**src/core/cgc_pkg.sv**
```systemverilog
// Package for the clock generation control block.
// Assumes a single 100 MHz control clock; all settings arrive as plain ports.
package cgc_pkg;
  // System clock source codes
  typedef enum logic [1:0] {
    CGC_SRC_LOW_OSC = 2'b00,
    CGC_SRC_MAIN = 2'b01,
    CGC_SRC_PLL = 2'b10
  } cgc_src_type;
  // PLL source codes
  localparam logic CGC_PLLSRC_MAIN = 1'b0;
  localparam logic CGC_PLLSRC_HSOSC = 1'b1;
  // PLL factor in half steps: 10x -> 20, 30x -> 60
  localparam int CGC_MUL_W = 6;
  localparam logic [5:0] CGC_MUL_MIN = 6'h14;
  localparam logic [5:0] CGC_MUL_MAX = 6'h3C;
  localparam logic [5:0] CGC_MUL_RST = 6'h14;
  // Oscillation stop timeout
  localparam int CGC_OSC_STOP_NS = 1000;
  localparam int CGC_CLK_NS = 10;
  localparam int CGC_STOP_CYC = CGC_OSC_STOP_NS / CGC_CLK_NS;
  localparam int CGC_CNT_W = 8;
  // Reset values
  localparam logic CGC_MAIN_EN_RST = 1'b0;
  localparam logic CGC_STOP_DET_RST = 1'b0;
endpackage

```
**src/core/cgc_osc_mon.sv**
```systemverilog
// Main oscillator stop monitor.
// Assumes osc_tick_i is a level from the oscillator domain, toggling while alive.
`timescale 1ns/1ps
`default_nettype none
module cgc_osc_mon #(
  parameter int STOP_CYC = cgc_pkg::CGC_STOP_CYC
) (
  input wire logic ref_clk_i,
  input wire logic rstn_i,
  input wire logic enable_i,
  input wire logic osc_tick_i,
  output logic stopped_o
);
  import cgc_pkg::*;
  logic sync1_q, sync2_q, prev_q;
  logic [CGC_CNT_W-1:0] cnt_q;

  always_ff @(posedge ref_clk_i or negedge rstn_i) begin
    if (!rstn_i) begin
      sync1_q <= 1'b0;
      sync2_q <= 1'b0;
      prev_q <= 1'b0;
    end else begin
      sync1_q <= osc_tick_i;
      sync2_q <= sync1_q;
      prev_q <= sync2_q;
    end
  end

  // Counts cycles since last oscillator edge
  always_ff @(posedge ref_clk_i or negedge rstn_i) begin
    if (!rstn_i) begin
      cnt_q <= '0;
      stopped_o <= 1'b0;
    end else if (!enable_i || (sync2_q != prev_q)) begin
      cnt_q <= '0;
      stopped_o <= 1'b0;
    end else if (cnt_q == CGC_CNT_W'(STOP_CYC)) begin
      stopped_o <= 1'b1;
    end else begin
      cnt_q <= cnt_q + 1'b1;
    end
  end
endmodule
`default_nettype wire

```
**src/core/cgc_top.sv**
```systemverilog
// Clock generation control: source select, PLL factor, stop fallback.
// Assumes software drives the plain setting ports synchronous to ref_clk_i.
`timescale 1ns/1ps
`default_nettype none
module cgc_top #(
  parameter int STOP_CYC = cgc_pkg::CGC_STOP_CYC
) (
  input wire logic ref_clk_i,
  input wire logic rstn_i,
  input wire logic main_osc_en_i,
  input wire logic main_osc_tick_i,
  input wire cgc_pkg::cgc_src_type src_req_i,
  input wire logic src_req_we_i,
  input wire logic pll_src_i,
  input wire logic [cgc_pkg::CGC_MUL_W-1:0] pll_mul_i,
  input wire logic pll_mul_we_i,
  input wire logic stop_flag_clr_i,
  output cgc_pkg::cgc_src_type sys_src_o,
  output logic main_osc_run_o,
  output logic [cgc_pkg::CGC_MUL_W-1:0] pll_mul_o,
  output logic pll_mul_err_o,
  output logic osc_stop_flag_o
);
  import cgc_pkg::*;
  logic stopped;
  logic stop_q;
  logic pll_src_q;
  logic fallback;

  cgc_osc_mon #(.STOP_CYC(STOP_CYC)) u_mon (
    .ref_clk_i(ref_clk_i),
    .rstn_i(rstn_i),
    .enable_i(main_osc_run_o),
    .osc_tick_i(main_osc_tick_i),
    .stopped_o(stopped)
  );

  // Oscillator stays off until software enables it
  always_ff @(posedge ref_clk_i or negedge rstn_i) begin
    if (!rstn_i) begin
      main_osc_run_o <= CGC_MAIN_EN_RST;
    end else begin
      main_osc_run_o <= main_osc_en_i;
    end
  end

  // Out of range factors are refused and flagged
  always_ff @(posedge ref_clk_i or negedge rstn_i) begin
    if (!rstn_i) begin
      pll_mul_o <= CGC_MUL_RST;
      pll_mul_err_o <= 1'b0;
    end else if (pll_mul_we_i) begin
      if (pll_mul_i >= CGC_MUL_MIN && pll_mul_i <= CGC_MUL_MAX) begin
        pll_mul_o <= pll_mul_i;
        pll_mul_err_o <= 1'b0;
      end else begin
        pll_mul_err_o <= 1'b1;
      end
    end
  end

  // PLL source is a plain setting from the same clock domain
  always_ff @(posedge ref_clk_i or negedge rstn_i) begin
    if (!rstn_i) begin
      pll_src_q <= CGC_PLLSRC_MAIN;
    end else begin
      pll_src_q <= pll_src_i;
    end
  end

  // HSOSC-fed PLL as system clock is immune to main stop
  assign fallback = stopped &&
    !(sys_src_o == CGC_SRC_PLL && pll_src_q == CGC_PLLSRC_HSOSC);

  // Sticky stop flag; a new detection wins over the clear
  always_ff @(posedge ref_clk_i or negedge rstn_i) begin
    if (!rstn_i) begin
      stop_q <= CGC_STOP_DET_RST;
    end else if (fallback) begin
      stop_q <= 1'b1;
    end else if (stop_flag_clr_i) begin
      stop_q <= 1'b0;
    end
  end

  // Output copy of the flag, raised together with stop_q on the edge after detection
  always_ff @(posedge ref_clk_i or negedge rstn_i) begin
    if (!rstn_i) begin
      osc_stop_flag_o <= 1'b0;
    end else begin
      osc_stop_flag_o <= stop_q || fallback;
    end
  end

  // Source selection: reset to low-speed, switch on software write, or back to low-speed on fallback
  always_ff @(posedge ref_clk_i or negedge rstn_i) begin
    if (!rstn_i) begin
      sys_src_o <= CGC_SRC_LOW_OSC;
    end else if (fallback && sys_src_o != CGC_SRC_LOW_OSC) begin
      sys_src_o <= CGC_SRC_LOW_OSC;
    end else if (src_req_we_i && !fallback) begin
      sys_src_o <= src_req_i;
    end
  end

  a_reset_src: assert property (@(posedge ref_clk_i)
    $rose(rstn_i) |-> sys_src_o == CGC_SRC_LOW_OSC)
    else $error("source not low-speed after reset");
  a_osc_off: assert property (@(posedge ref_clk_i) disable iff (!rstn_i)
    !$past(main_osc_en_i) |-> !main_osc_run_o)
    else $error("oscillator runs without enable");
  a_mul_range: assert property (@(posedge ref_clk_i) disable iff (!rstn_i)
    pll_mul_o >= CGC_MUL_MIN && pll_mul_o <= CGC_MUL_MAX)
    else $error("pll factor out of range");
  a_mul_err: assert property (@(posedge ref_clk_i) disable iff (!rstn_i)
    pll_mul_we_i && pll_mul_i > CGC_MUL_MAX |=> pll_mul_err_o
      && $stable(pll_mul_o))
    else $error("bad factor accepted");
  a_pll_sw: assert property (@(posedge ref_clk_i) disable iff (!rstn_i)
    sys_src_o == CGC_SRC_PLL && $past(sys_src_o) != CGC_SRC_PLL
      |-> $past(src_req_we_i))
    else $error("pll selected without software");
  a_fallback: assert property (@(posedge ref_clk_i) disable iff (!rstn_i)
    fallback |=> sys_src_o == CGC_SRC_LOW_OSC ##1 osc_stop_flag_o)
    else $error("no fallback on stop");
  a_high_speed_onchip_osc_keep: assert property (@(posedge ref_clk_i) disable iff (!rstn_i)
    stopped && sys_src_o == CGC_SRC_PLL && pll_src_q == CGC_PLLSRC_HSOSC
      && !src_req_we_i |=> sys_src_o == CGC_SRC_PLL)
    else $error("hsosc pll dropped on stop");
  a_flag_sticky: assert property (@(posedge ref_clk_i) disable iff (!rstn_i)
    stop_q && !stop_flag_clr_i |=> stop_q)
    else $error("stop flag lost");

  // Stop flag behaviour
  a_flag_set: assert property (
    @(posedge ref_clk_i) disable iff (!rstn_i)
    fallback |=> stop_q)
    else $error("stop flag not set");
  a_flag_out: assert property (
    @(posedge ref_clk_i) disable iff (!rstn_i)
    stop_q |=> osc_stop_flag_o)
    else $error("stop flag output low");
  a_flag_idle: assert property (
    @(posedge ref_clk_i) disable iff (!rstn_i)
    !stop_q && !fallback |=> !osc_stop_flag_o)
    else $error("stop flag output without stop");
  a_flag_clear: assert property (
    @(posedge ref_clk_i) disable iff (!rstn_i)
    !fallback && stop_flag_clr_i |=> !stop_q)
    else $error("stop flag not cleared");

  // Source selection behaviour
  a_src_take: assert property (
    @(posedge ref_clk_i) disable iff (!rstn_i)
    src_req_we_i && !fallback |=> sys_src_o == $past(src_req_i))
    else $error("source write not taken");
  a_src_hold: assert property (
    @(posedge ref_clk_i) disable iff (!rstn_i)
    !src_req_we_i && !fallback |=> $stable(sys_src_o))
    else $error("source changed without write");
  a_fall_block: assert property (
    @(posedge ref_clk_i) disable iff (!rstn_i)
    fallback && src_req_we_i |=> sys_src_o == CGC_SRC_LOW_OSC)
    else $error("source write during fallback");
  a_low_stays: assert property (
    @(posedge ref_clk_i) disable iff (!rstn_i)
    sys_src_o == CGC_SRC_LOW_OSC && !src_req_we_i
      |=> sys_src_o == CGC_SRC_LOW_OSC)
    else $error("low-speed source left without write");
  a_main_fall: assert property (
    @(posedge ref_clk_i) disable iff (!rstn_i)
    stopped && sys_src_o == CGC_SRC_MAIN |-> fallback)
    else $error("main source kept after stop");
  a_high_speed_onchip_osc_nofall: assert property (
    @(posedge ref_clk_i) disable iff (!rstn_i)
    sys_src_o == CGC_SRC_PLL && pll_src_q == CGC_PLLSRC_HSOSC |-> !fallback)
    else $error("fallback with high-speed fed pll");

  // Factor and oscillator enable behaviour
  a_mul_low: assert property (
    @(posedge ref_clk_i) disable iff (!rstn_i)
    pll_mul_we_i && pll_mul_i < CGC_MUL_MIN
      |=> pll_mul_err_o && $stable(pll_mul_o))
    else $error("low factor accepted");
  a_mul_take: assert property (
    @(posedge ref_clk_i) disable iff (!rstn_i)
    pll_mul_we_i && pll_mul_i >= CGC_MUL_MIN && pll_mul_i <= CGC_MUL_MAX
      |=> pll_mul_o == $past(pll_mul_i) && !pll_mul_err_o)
    else $error("legal factor refused");
  a_mul_hold: assert property (
    @(posedge ref_clk_i) disable iff (!rstn_i)
    !pll_mul_we_i |=> $stable(pll_mul_o) && $stable(pll_mul_err_o))
    else $error("factor changed without write");
  a_run_on: assert property (
    @(posedge ref_clk_i) disable iff (!rstn_i)
    main_osc_en_i |=> main_osc_run_o)
    else $error("oscillator not started");
  a_mon_off: assert property (
    @(posedge ref_clk_i) disable iff (!rstn_i)
    !main_osc_run_o |=> !stopped)
    else $error("stop seen while oscillator off");

  c_pll: cover property (@(posedge ref_clk_i) disable iff (!rstn_i)
    sys_src_o == CGC_SRC_PLL);
  c_fall: cover property (@(posedge ref_clk_i) disable iff (!rstn_i)
    fallback && sys_src_o == CGC_SRC_PLL);
  c_high_speed_onchip_osc: cover property (@(posedge ref_clk_i) disable iff (!rstn_i)
    stopped && !fallback);
  c_mul_err: cover property (@(posedge ref_clk_i) disable iff (!rstn_i)
    pll_mul_err_o);
  c_flag_clr: cover property (@(posedge ref_clk_i) disable iff (!rstn_i)
    stop_q && stop_flag_clr_i && !fallback);
endmodule
`default_nettype wire

```
**config.mk**
```make
export PLATFORM = sky130hd
export DESIGN_NAME = cgc_top
export DESIGN_NICKNAME = d
export VERILOG_FILES = /design/src/core/cgc_pkg.sv /design/src/core/cgc_osc_mon.sv /design/src/core/cgc_top.sv
export SDC_FILE = /design/constraint.sdc
export NUM_CORES = 1
export LEC_CHECK = 0
export BUFFER_PORTS_ARGS = -buffer_cell sky130_fd_sc_hd__buf_2
export CORE_MARGIN = 8
export CORE_UTILIZATION = 46
export CTS_CLUSTER_DIAMETER = 60
export DETAILED_ROUTE_END_ITERATION = 10
export PLACE_DENSITY = 0.76
export SLEW_MARGIN = 20
export SYNTH_ARGS = -nofsm -noshare
export SYNTH_HDL_FRONTEND = slang
export SYNTH_HIERARCHICAL = 1
export SYNTH_SLANG_ARGS = --single-unit
```
**constraint.sdc**
```tcl
create_clock -name ref_clk_i -period 1.5 [get_ports ref_clk_i]
set_clock_uncertainty 0.15 [all_clocks]
set_input_delay 0.075 -clock ref_clk_i [delete_from_list [all_inputs] [get_ports ref_clk_i]]
set_output_delay 0.075 -clock ref_clk_i [all_outputs]
set_load 0.05 [all_outputs]
```
==> results.toml, run 1 <==
[layout]
seqCellArea_um2 = 628
biggestRegsByFlops = "u_mon/cnt_q: 8 flops, pll_mul_o: 6 flops, sys_src_o: 2 flops"
final.fill_count = 166
drive_gt1_share_pct = 40.8
finalNetCount = 166
largest_register = "u_mon/cnt_q"
area_growth_pct = 40.8
antennaDiodeCount = 0
fin_cells = 175
largest_register_ffs = 8
multi_input_area_um2 = 473

[timing]
rsz0062_at_grt = "yes"
min_period_ns = 1.51
fmax_mhz = 662
worst_slack_ns = -0.0104
relSlewSlack_pct = 64.1
hold_viol = 0
drv_slew = 0
worstMarginPinSlew_ns = 0.539
period_share_pct = 101
setup_viol = 1
fin_setup_tns_ns = -0.0104

[clock_tree]
cts.clk_slew.worst_paths_ns = 0.13
cts_num_sinks = 25
cts_made_buffers = 3
clockBufferDepth = 2
insertion_delay_ns = 0.32
htreeDepth = 1
clockRootBuffer = "clkbuf_4"
cts_tree = "built"

[critical_path]
cp.arrival_ns = 1.61
r2r_setup_slack_ns = -0.01
endpoint_kind = "flop"
r2r_cells = 5
start_kind = "flop"
reg2reg_from = "u_mon/cnt_q[0]"
crit_end = "u_mon/cnt_q[2]"
crit_path_max_fanout = 5
crit_start = "u_mon/cnt_q[0]"
rr_endpoint = "u_mon/cnt_q[2]"
crit_type = "flop to flop"
required_ns = 1.60

[detailed_routing]
dr_wl_met2_um = 1580
wl_met1_um = 1120
wl_um = 2940
antenna_left = 0
via_per_inst = 5.34
drc = 0
routedWlPerCell_um = 16.8
route.met3.wl_um = 165
topRoutingLayerUsed = "met4"
vias = 935
drt_iter0_drc = 47
drtPass1Iterations = 4

[yosys]
synth.cell_area_mm2 = 0.00109
synthDistinctLibCells = 35
ys_ff_latch = 25
syn_inst = 94
yosys_most_used_dff = "dfrtp_1"
synth-edff-count = 0
synth_area_per_cell_um2 = 11.6
seq_area_frac_synth_pct = 57.6
yosysWarningCount = 6
syn-num-nets = 112
async_flop_share_pct = 100

[grt]
grt_use_total_pct = 13.3
grt_max_degree = 26
grt_pass1_wl_um = 4410
grt-ovfl-total = 0
first_global_vias = 975
antenna_found_initial = 0

[placement]
hpwl_um = 1710
dp_slack_ns = -0.0636
gp_congestion = 0.792
numPortBuffers = 26
dp_cells = 148

[pwr]
power_frac_seq_pct = 53.2
p_sw_share_pct = 31.8
power_switching_w = 0.000450
p_clk_share_pct = 21.3
p_int_w = 0.000965
ir_drop_mv = 0.801
p_total_w = 0.00141
p_per_area_mw_per_mm2 = 921
leakagePower_nw = 0.688
comb_power_share_pct = 25.5

[die]
dieHeight_um = 64.7
die_w_um = 64.7
coreArea_mm2 = 0.00223
start_util_pct = 48.9
pin_count = 27
rows = 17
dieArea_mm2 = 0.00419

[status]
outcome = "complete, but fails checks"
violations = "negative setup slack"

[run]
cap_violations = 0

[min_path]
hp-class = "input port to asynchronous set/reset pin"
[synth_stat cells, drive strengths merged, types with 2 or more instances]
library cell	instances	share of area, %
nand3	3	1.8
nand4	2	1.1
o31ai	2	1.4
inv	6	2.1
dfrtp	23	53
ha	2	2.3
or3	2	1.1
dfstp	2	4.8
xor2	2	1.6
a21oi	6	2.8
a31oi	2	1.1
nand2	7	2.6
o22a	2	1.8
a211oi	2	1.4
o21ai	4	2.2
nor2	9	3.8
mux2	4	5.5
[critical path: stages, from the launching register on]
cell	delay [ns]
dfrtp_1	0.45
inv_2	0.10
ha_4	0.13
and4b_2	0.28
a21oi_2	0.09
a211oi_2	0.24
[cells by family (layout without fill, tap and decap cells)]
logic type / count (synthesis) / after routing / share of synthesized area (%)
and+or+nand+nor: 31 / 31 / 15.8
buffers and inverters: 7 / 60 / 2.75
xor gates and xnor gates: 3 / 3 / 2.41
DFF: 25 / 25 / 57.6
adders and majority gates: 2 / 2 / 2.29
AOI/OAI and AO/OA: 21 / 21 / 12.7
muxes: 5 / 5 / 6.42
[how the worst min path moves through the flow]
stage | start | cells after the start | slack (ns) | end
6_report | rstn_i | 2 | 0.09 | u_mon/sync1_q
5_1_grt | rstn_i | 2 | 0.16 | u_mon/cnt_q[6]
4_1_cts | rstn_i | 2 | 0.10 | u_mon/sync1_q
3_3_place_gp | rstn_i | 1 | -0.07 | u_mon/sync1_q
2_1_floorplan | rstn_i | 0 | -0.37 | main_osc_run_o
3_5_place_dp | rstn_i | 1 | -0.06 | u_mon/sync1_q
[what timing repair did]
action,4_1_cts,5_1_grt
endpoints found under the setup margin,1,10
setup buffers,3,5
gates resized for setup,1,11
hold buffers,15,0
pin swaps,1,7
endpoints found under the hold margin,38,0
[cells in the final DEF (no fill, tap or decap), drive strengths merged, types with 2 or more instances in the layout]
cell / count
o22a: 2
o31ai: 2
or3: 2
a31oi: 2
nand4: 2
nand2: 7
mux2: 4
clkbuf: 4
dlygate4sd3: 15
dfstp: 2
a211oi: 2
o21ai: 4
inv: 6
nand3: 3
dfrtp: 23
nor2: 9
a21oi: 6
buf: 35
xor2: 2
ha: 2
[metal layers]
metal	global-route usage [%]	up-vias
li1	-	441
met1	14.5	454
met2	23.1	34
met3	3.61	6
met4	6.81	0
met5	0	-
[power by group through the flow]
stage / registers, W / logic [W] / clock network [W]
floorplan: 0.000883 / 0.0000789 / 0
global placement: 0.000759 / 0.000286 / 0
detailed placement: 0.000765 / 0.000294 / 0
CTS: 0.000751 / 0.000333 / 0.000312
global route: 0.000757 / 0.000383 / 0.000335
finish: 0.000753 / 0.000361 / 0.000301
[per-stage QoR]
| step | hold slack (ns) | area, um2 | utilization, % |
|---|---|---|---|
| CTS | 0.102 | 1460 | 65.2 |
| global route | 0.158 | 1540 | 68.8 |
| finish | 0.0873 | 1540 | 68.8 |
| floorplan | -0.371 | 1090 | - |
| detailed placement | -0.0645 | 1260 | 56.2 |
| global placement | -0.0717 | 1260 | 56.2 |
[final cells by class]
type / instances / area share [%]
Timing Repair Buffer: 50 / 22.9
Inverter: 6 / 1.47
Multi-Input combinational cell: 62 / 30.8
Clock buffer: 4 / 1.71
Tap cell: 28 / 2.28
Sequential cell: 25 / 40.9
Power figures use the tool's default switching activity.
==> inputs of run 2 (changes only) <==
CORE_UTILIZATION = 55   (was 46)
GPL_TIMING_DRIVEN = 1   (was unset)
PLACE_DENSITY = 0.85   (was 0.76)
clock period = 1.9 ns   (was 1.5 ns; I/O delays follow)
==> run 2 against run 1 <==
- count of clock-buffer cells in the layout decreased by 1
- cell count decreased by 5.7%
- non-clock buffer count decreased by 9
- sequential power decreased by 21%
- global-route usage increased by 0.91 points
- critical endpoint unchanged
- the run now ends clean
==> results.toml, run 2 (synthesized netlist as in run 1, its figures left out) <==
[pwr]
power_switching_w = 0.000345
p_sw_share_pct = 31.7
comb_power_share_pct = 23.4
power_frac_seq_pct = 54.5
ir_drop_mv = 0.564
leakagePower_nw = 0.639
p_clk_share_pct = 22.1
p_int_w = 0.000743
p_per_area_mw_per_mm2 = 762

[layout]
fin_cells = 165
antennaDiodeCount = 0
stdcell_area_mm2 = 0.00143
largest_register_ffs = 8
finalNetCount = 157
biggestRegsByFlops = "u_mon/cnt_q: 8 flops, pll_mul_o: 6 flops, sys_src_o: 2 flops"
largest_register = "u_mon/cnt_q"
layout_commonest_cell = "buf_2"
area_growth_pct = 30.8
multi_input_area_um2 = 433
final.fill_count = 133
drive_gt1_share_pct = 31.2
layout_common_cells = "26 x buf_2, 23 x dfrtp_1, 15 x dlygate4sd3_1, 8 x nor2_1"
seqCellArea_um2 = 628

[placement]
dp_cells = 146
hpwl_um = 1620
place_area_mm2 = 0.00125
gp_congestion = 0.777
numPortBuffers = 26

[detailed_routing]
vias = 872
drt_iter0_drc = 19
drtPass1Iterations = 5
antenna_left = 0
wl_um = 2560
drc = 0
routedWlPerCell_um = 15.5
via_per_inst = 5.28

[grt]
grt_use_total_pct = 14.2
first_global_vias = 871
grt_pass1_wl_um = 3800
grt-ovfl-total = 0
antenna_found_initial = 0
grt_max_degree = 26

[critical_path]
rr_endpoint = "u_mon/cnt_q[2]"
crit_end = "u_mon/cnt_q[2]"
reg2reg_from = "u_mon/cnt_q[0]"
cp.arrival_ns = 1.70
start_kind = "flop"
required_ns = 1.98
r2r_setup_slack_ns = 0.28
crit_type = "flop to flop"
crit_path_max_fanout = 5
crit_start = "u_mon/cnt_q[0]"
endpoint_kind = "flop"
r2r_cells = 5

[die]
dieHeight_um = 60.5
rows = 16
coreArea_mm2 = 0.00192
die_w_um = 60.5
start_util_pct = 56.8
dieArea_mm2 = 0.00367
pin_count = 27

[clock_tree]
cts.clk_slew.worst_paths_ns = 0.14
clockRootBuffer = "clkbuf_4"
cts_made_buffers = 3
cts_num_sinks = 25
htreeDepth = 1
cts_setup_buffers = 0
insertion_delay_ns = 0.33
clockBufferDepth = 2
cts_tree = "built"
cts_resized = 0

[timing]
period_share_pct = 85.2
rsz0062_at_grt = "no"
fin_setup_tns_ns = 0
hold_viol = 0
min_period_ns = 1.62
relSlewSlack_pct = 65.3
worstMarginPinSlew_ns = 0.521
fmax_mhz = 618
setup_viol = 0
drv_slew = 0
whs_ns = 0.103

[status]
outcome = "finished, final reports clean"

[run]
cap_violations = 0

[min_path]
hp-class = "input port to asynchronous set/reset pin"
==> run 2: per-stage QoR <==
step / util (%) / setup WS [ns] / total power [W]
global route: 74.3 / 0.200 / 0.00114
CTS: 74.3 / 0.290 / 0.00109
global placement: 64.9 / 0.441 / 0.000824
floorplan: - / 0.489 / 0.000759
detailed placement: 64.9 / 0.328 / 0.000832
finish: 74.3 / 0.281 / 0.00109
==> run 2: power by group through the flow <==
stage	registers (W)	clock network, W	logic (W)
4_1_cts	0.000592	0.000246	0.000255
6_report	0.000593	0.000240	0.000255
2_1_floorplan	0.000697	0	0.0000623
5_1_grt	0.000597	0.000269	0.000269
3_3_place_gp	0.000599	0	0.000225
3_5_place_dp	0.000602	0	0.000230
==> run 2: area by class of cell <==
class,instances,area share (%)
clock buffers,3,1.58
clock inverters,1,0.526
inverters,6,1.58
multi-input cells,62,30.3
flip-flops and latches,25,44.0
well taps,27,2.37
repair buffers,41,19.6
==> run 2: timing repair <==
item | in CTS | in global routing
hold buffers | 15 | 0
endpoints found under the hold margin | 38 | 0
endpoints found under the setup margin | 0 | 0
==> run 2: worst min path at each step <==
stage               startpoint        endpoint  depth (start not counted)
detailed placement      rstn_i  u_mon/cnt_q[1]                          1
global route            rstn_i  u_mon/cnt_q[4]                          2
CTS                     rstn_i   u_mon/sync1_q                          2
floorplan               rstn_i  main_osc_run_o                          0
finish                  rstn_i   u_mon/sync1_q                          2
global placement        rstn_i  u_mon/cnt_q[1]                          1
==> run 2: worst max-delay path, cell delays in order (launching register included) <==
cell and delay, ns:
dfrtp_1 0.46, inv_1 0.11, ha_1 0.17, and4b_1 0.29, a21oi_1 0.10, a211oi_1 0.26
==> run 2: per-layer routing <==
layer	global-route usage, %	vias to the layer above	share of wire [%]
met5	0	-	0
met4	7.97	0	3.4
met3	3.81	9	4.6
met2	26.7	26	55
met1	13.5	411	37
li1	-	426	-
==> inputs of run 3 (changes only) <==
CORE_UTILIZATION = 25   (was 55)
PLACE_DENSITY = unset   (was 0.85)
PLACE_DENSITY_LB_ADDON = 0.05   (was unset)
==> run 3 against run 2 <==
- worst hold slack improved by 0.098 ns
- clock power rose by 28%
- count of clock-buffer cells in the layout rose by 1
- utilization fell by 40 points
- routed wire length fell by 8.1%
- via count fell by 3.3%
- sequential power barely moved
- largest power group unchanged
==> results.toml, run 3 (synthesized netlist as in run 1, its figures left out) <==
[status]
outcome = "finished, final reports clean"

[critical_path]
rr_endpoint = "u_mon/cnt_q[2]"
cpPeakStageDelay_ns = 0.43
r2r_setup_slack_ns = 0.32
start_kind = "flop"
reg2reg_from = "u_mon/cnt_q[0]"
path_buf_inv = 1
critPathTopFamily = "flip-flops"
cp.arrival_ns = 1.59
endpoint_kind = "flop"
crit_type = "flop to flop"
required_ns = 1.92
path_cells = "inv_1 > ha_1 > and4b_1 > a21oi_1 > a211oi_1"
crit_slowest_cell = "dfrtp_1"
r2r_cells = 5
crit_path_max_fanout = 5

[grt]
antenna_found_initial = 0
grt_pass1_wl_um = 3980
grt_max_degree = 26
grt-ovfl-total = 0
grt_use_total_pct = 7.52
first_global_vias = 871

[timing]
fmax_mhz = 634
period_share_pct = 83.0
hold_viol = 0
setup_viol = 0
drv_slew = 0
worstMarginPinSlew_ns = 0.566
min_period_ns = 1.58
rsz0062_at_grt = "no"
whs_ns = 0.201
relSlewSlack_pct = 62.3
fin_setup_tns_ns = 0

[min_path]
hp-class = "input port to asynchronous set/reset pin"

[placement]
gp_congestion = 0.834
numPortBuffers = 26
hpwl_um = 1640

[clock_tree]
cts_made_buffers = 3
clockRootBuffer = "clkbuf_8"
clockBufferDepth = 2
cts.clk_slew.worst_paths_ns = 0.08
htreeDepth = 1
cts_setup_buffers = 0
cts_num_sinks = 25
cts_tree = "built"
insertion_delay_ns = 0.26

[pwr]
leakagePower_nw = 0.648
ir_drop_mv = 0.352
p_per_area_mw_per_mm2 = 779

[detailed_routing]
drt_iter0_drc = 11
vias = 843
drtPass1Iterations = 4
antenna_left = 0
via_per_inst = 4.44
routedWlPerCell_um = 12.4
drc = 0
wl_um = 2350

[layout]
biggestRegsByFlops = "u_mon/cnt_q: 8 flops, pll_mul_o: 6 flops, sys_src_o: 2 flops"
area_growth_pct = 35.1
final.fill_count = 439
drive_gt1_share_pct = 30.4
antennaDiodeCount = 0
layout_commonest_cell = "buf_2"
seqCellArea_um2 = 628
layout_common_cells = "26 x buf_2, 23 x dfrtp_1, 15 x dlygate4sd3_1, 8 x nor2_1"
largest_register_ffs = 8
multi_input_area_um2 = 433
finalNetCount = 157
largest_register = "u_mon/cnt_q"

[die]
dieArea_mm2 = 0.00673
pin_count = 27
coreArea_mm2 = 0.00429
rows = 24
dieHeight_um = 82.1
die_w_um = 82.1
start_util_pct = 25.4

[run]
cap_violations = 0
-- run 3: layout make-up --
| cell class | instances | share of cell area [%] |
|---|---|---|
| multi-input cells | 62 | 29.4 |
| repair buffers | 41 | 19.0 |
| inverters | 6 | 1.53 |
| well taps | 52 | 4.41 |
| flip-flops and latches | 25 | 42.6 |
| clock buffers | 4 | 3.06 |
-- run 3: metal layers --
metal | up-vias | GRT usage [%] | share of wire [%]
met5 | - | 0 | 0
met4 | 0 | 2.63 | 0.81
met1 | 400 | 9.17 | 46
met3 | 2 | 2.52 | 7.8
met2 | 18 | 12.1 | 45
li1 | 423 | - | -
-- run 3: worst register-to-register path, cell delays in order (launching register included) --
cell and delay (ns):
dfrtp_1 0.43, inv_1 0.10, ha_1 0.16, and4b_1 0.28
a21oi_1 0.09, a211oi_1 0.26
-- run 3: worst max-delay path by stage --
stage	cells after the start	slack [ns]	start	endpoint
2_1_floorplan	5	0.49	u_mon/cnt_q[0]	u_mon/cnt_q[2]
3_3_place_gp	5	0.43	u_mon/cnt_q[0]	u_mon/cnt_q[2]
3_5_place_dp	5	0.36	u_mon/cnt_q[0]	u_mon/cnt_q[2]
4_1_cts	5	0.33	u_mon/cnt_q[0]	u_mon/cnt_q[2]
5_1_grt	5	0.23	u_mon/cnt_q[1]	u_mon/cnt_q[2]
6_report	5	0.32	u_mon/cnt_q[0]	u_mon/cnt_q[2]
-- run 3: what timing repair did --
item / in CTS / in global routing
endpoints found under the hold margin: 36 / 0
resized for setup: 0 / 0
hold buffers: 15 / 0
-- run 3: through the flow --
step / cell area, um2 / total power [W] / util (%) / cells / worst slack [ns]
after floorplan: 1090 / 0.000759 / - / 94 / 0.489
after detailed placement: 1280 / 0.000832 / 29.8 / 171 / 0.365
after CTS: 1470 / 0.00118 / 34.3 / 190 / 0.333
final: 1470 / 0.00115 / 34.3 / 190 / 0.323
after global placement: 1280 / 0.000831 / 29.8 / 171 / 0.427
after global routing: 1470 / 0.00122 / 34.3 / 190 / 0.228
-- run 3: report_power, final --
| group | internal, W | switching, W | leakage (nW) |
|---|---|---|---|
| clock network | 0.000150 | 0.000157 | 0.0228 |
| registers | 0.000570 | 0.0000214 | 0.313 |
| logic | 0.0000919 | 0.000159 | 0.312 |
| total | 0.000811 | 0.000337 | 0.648 |
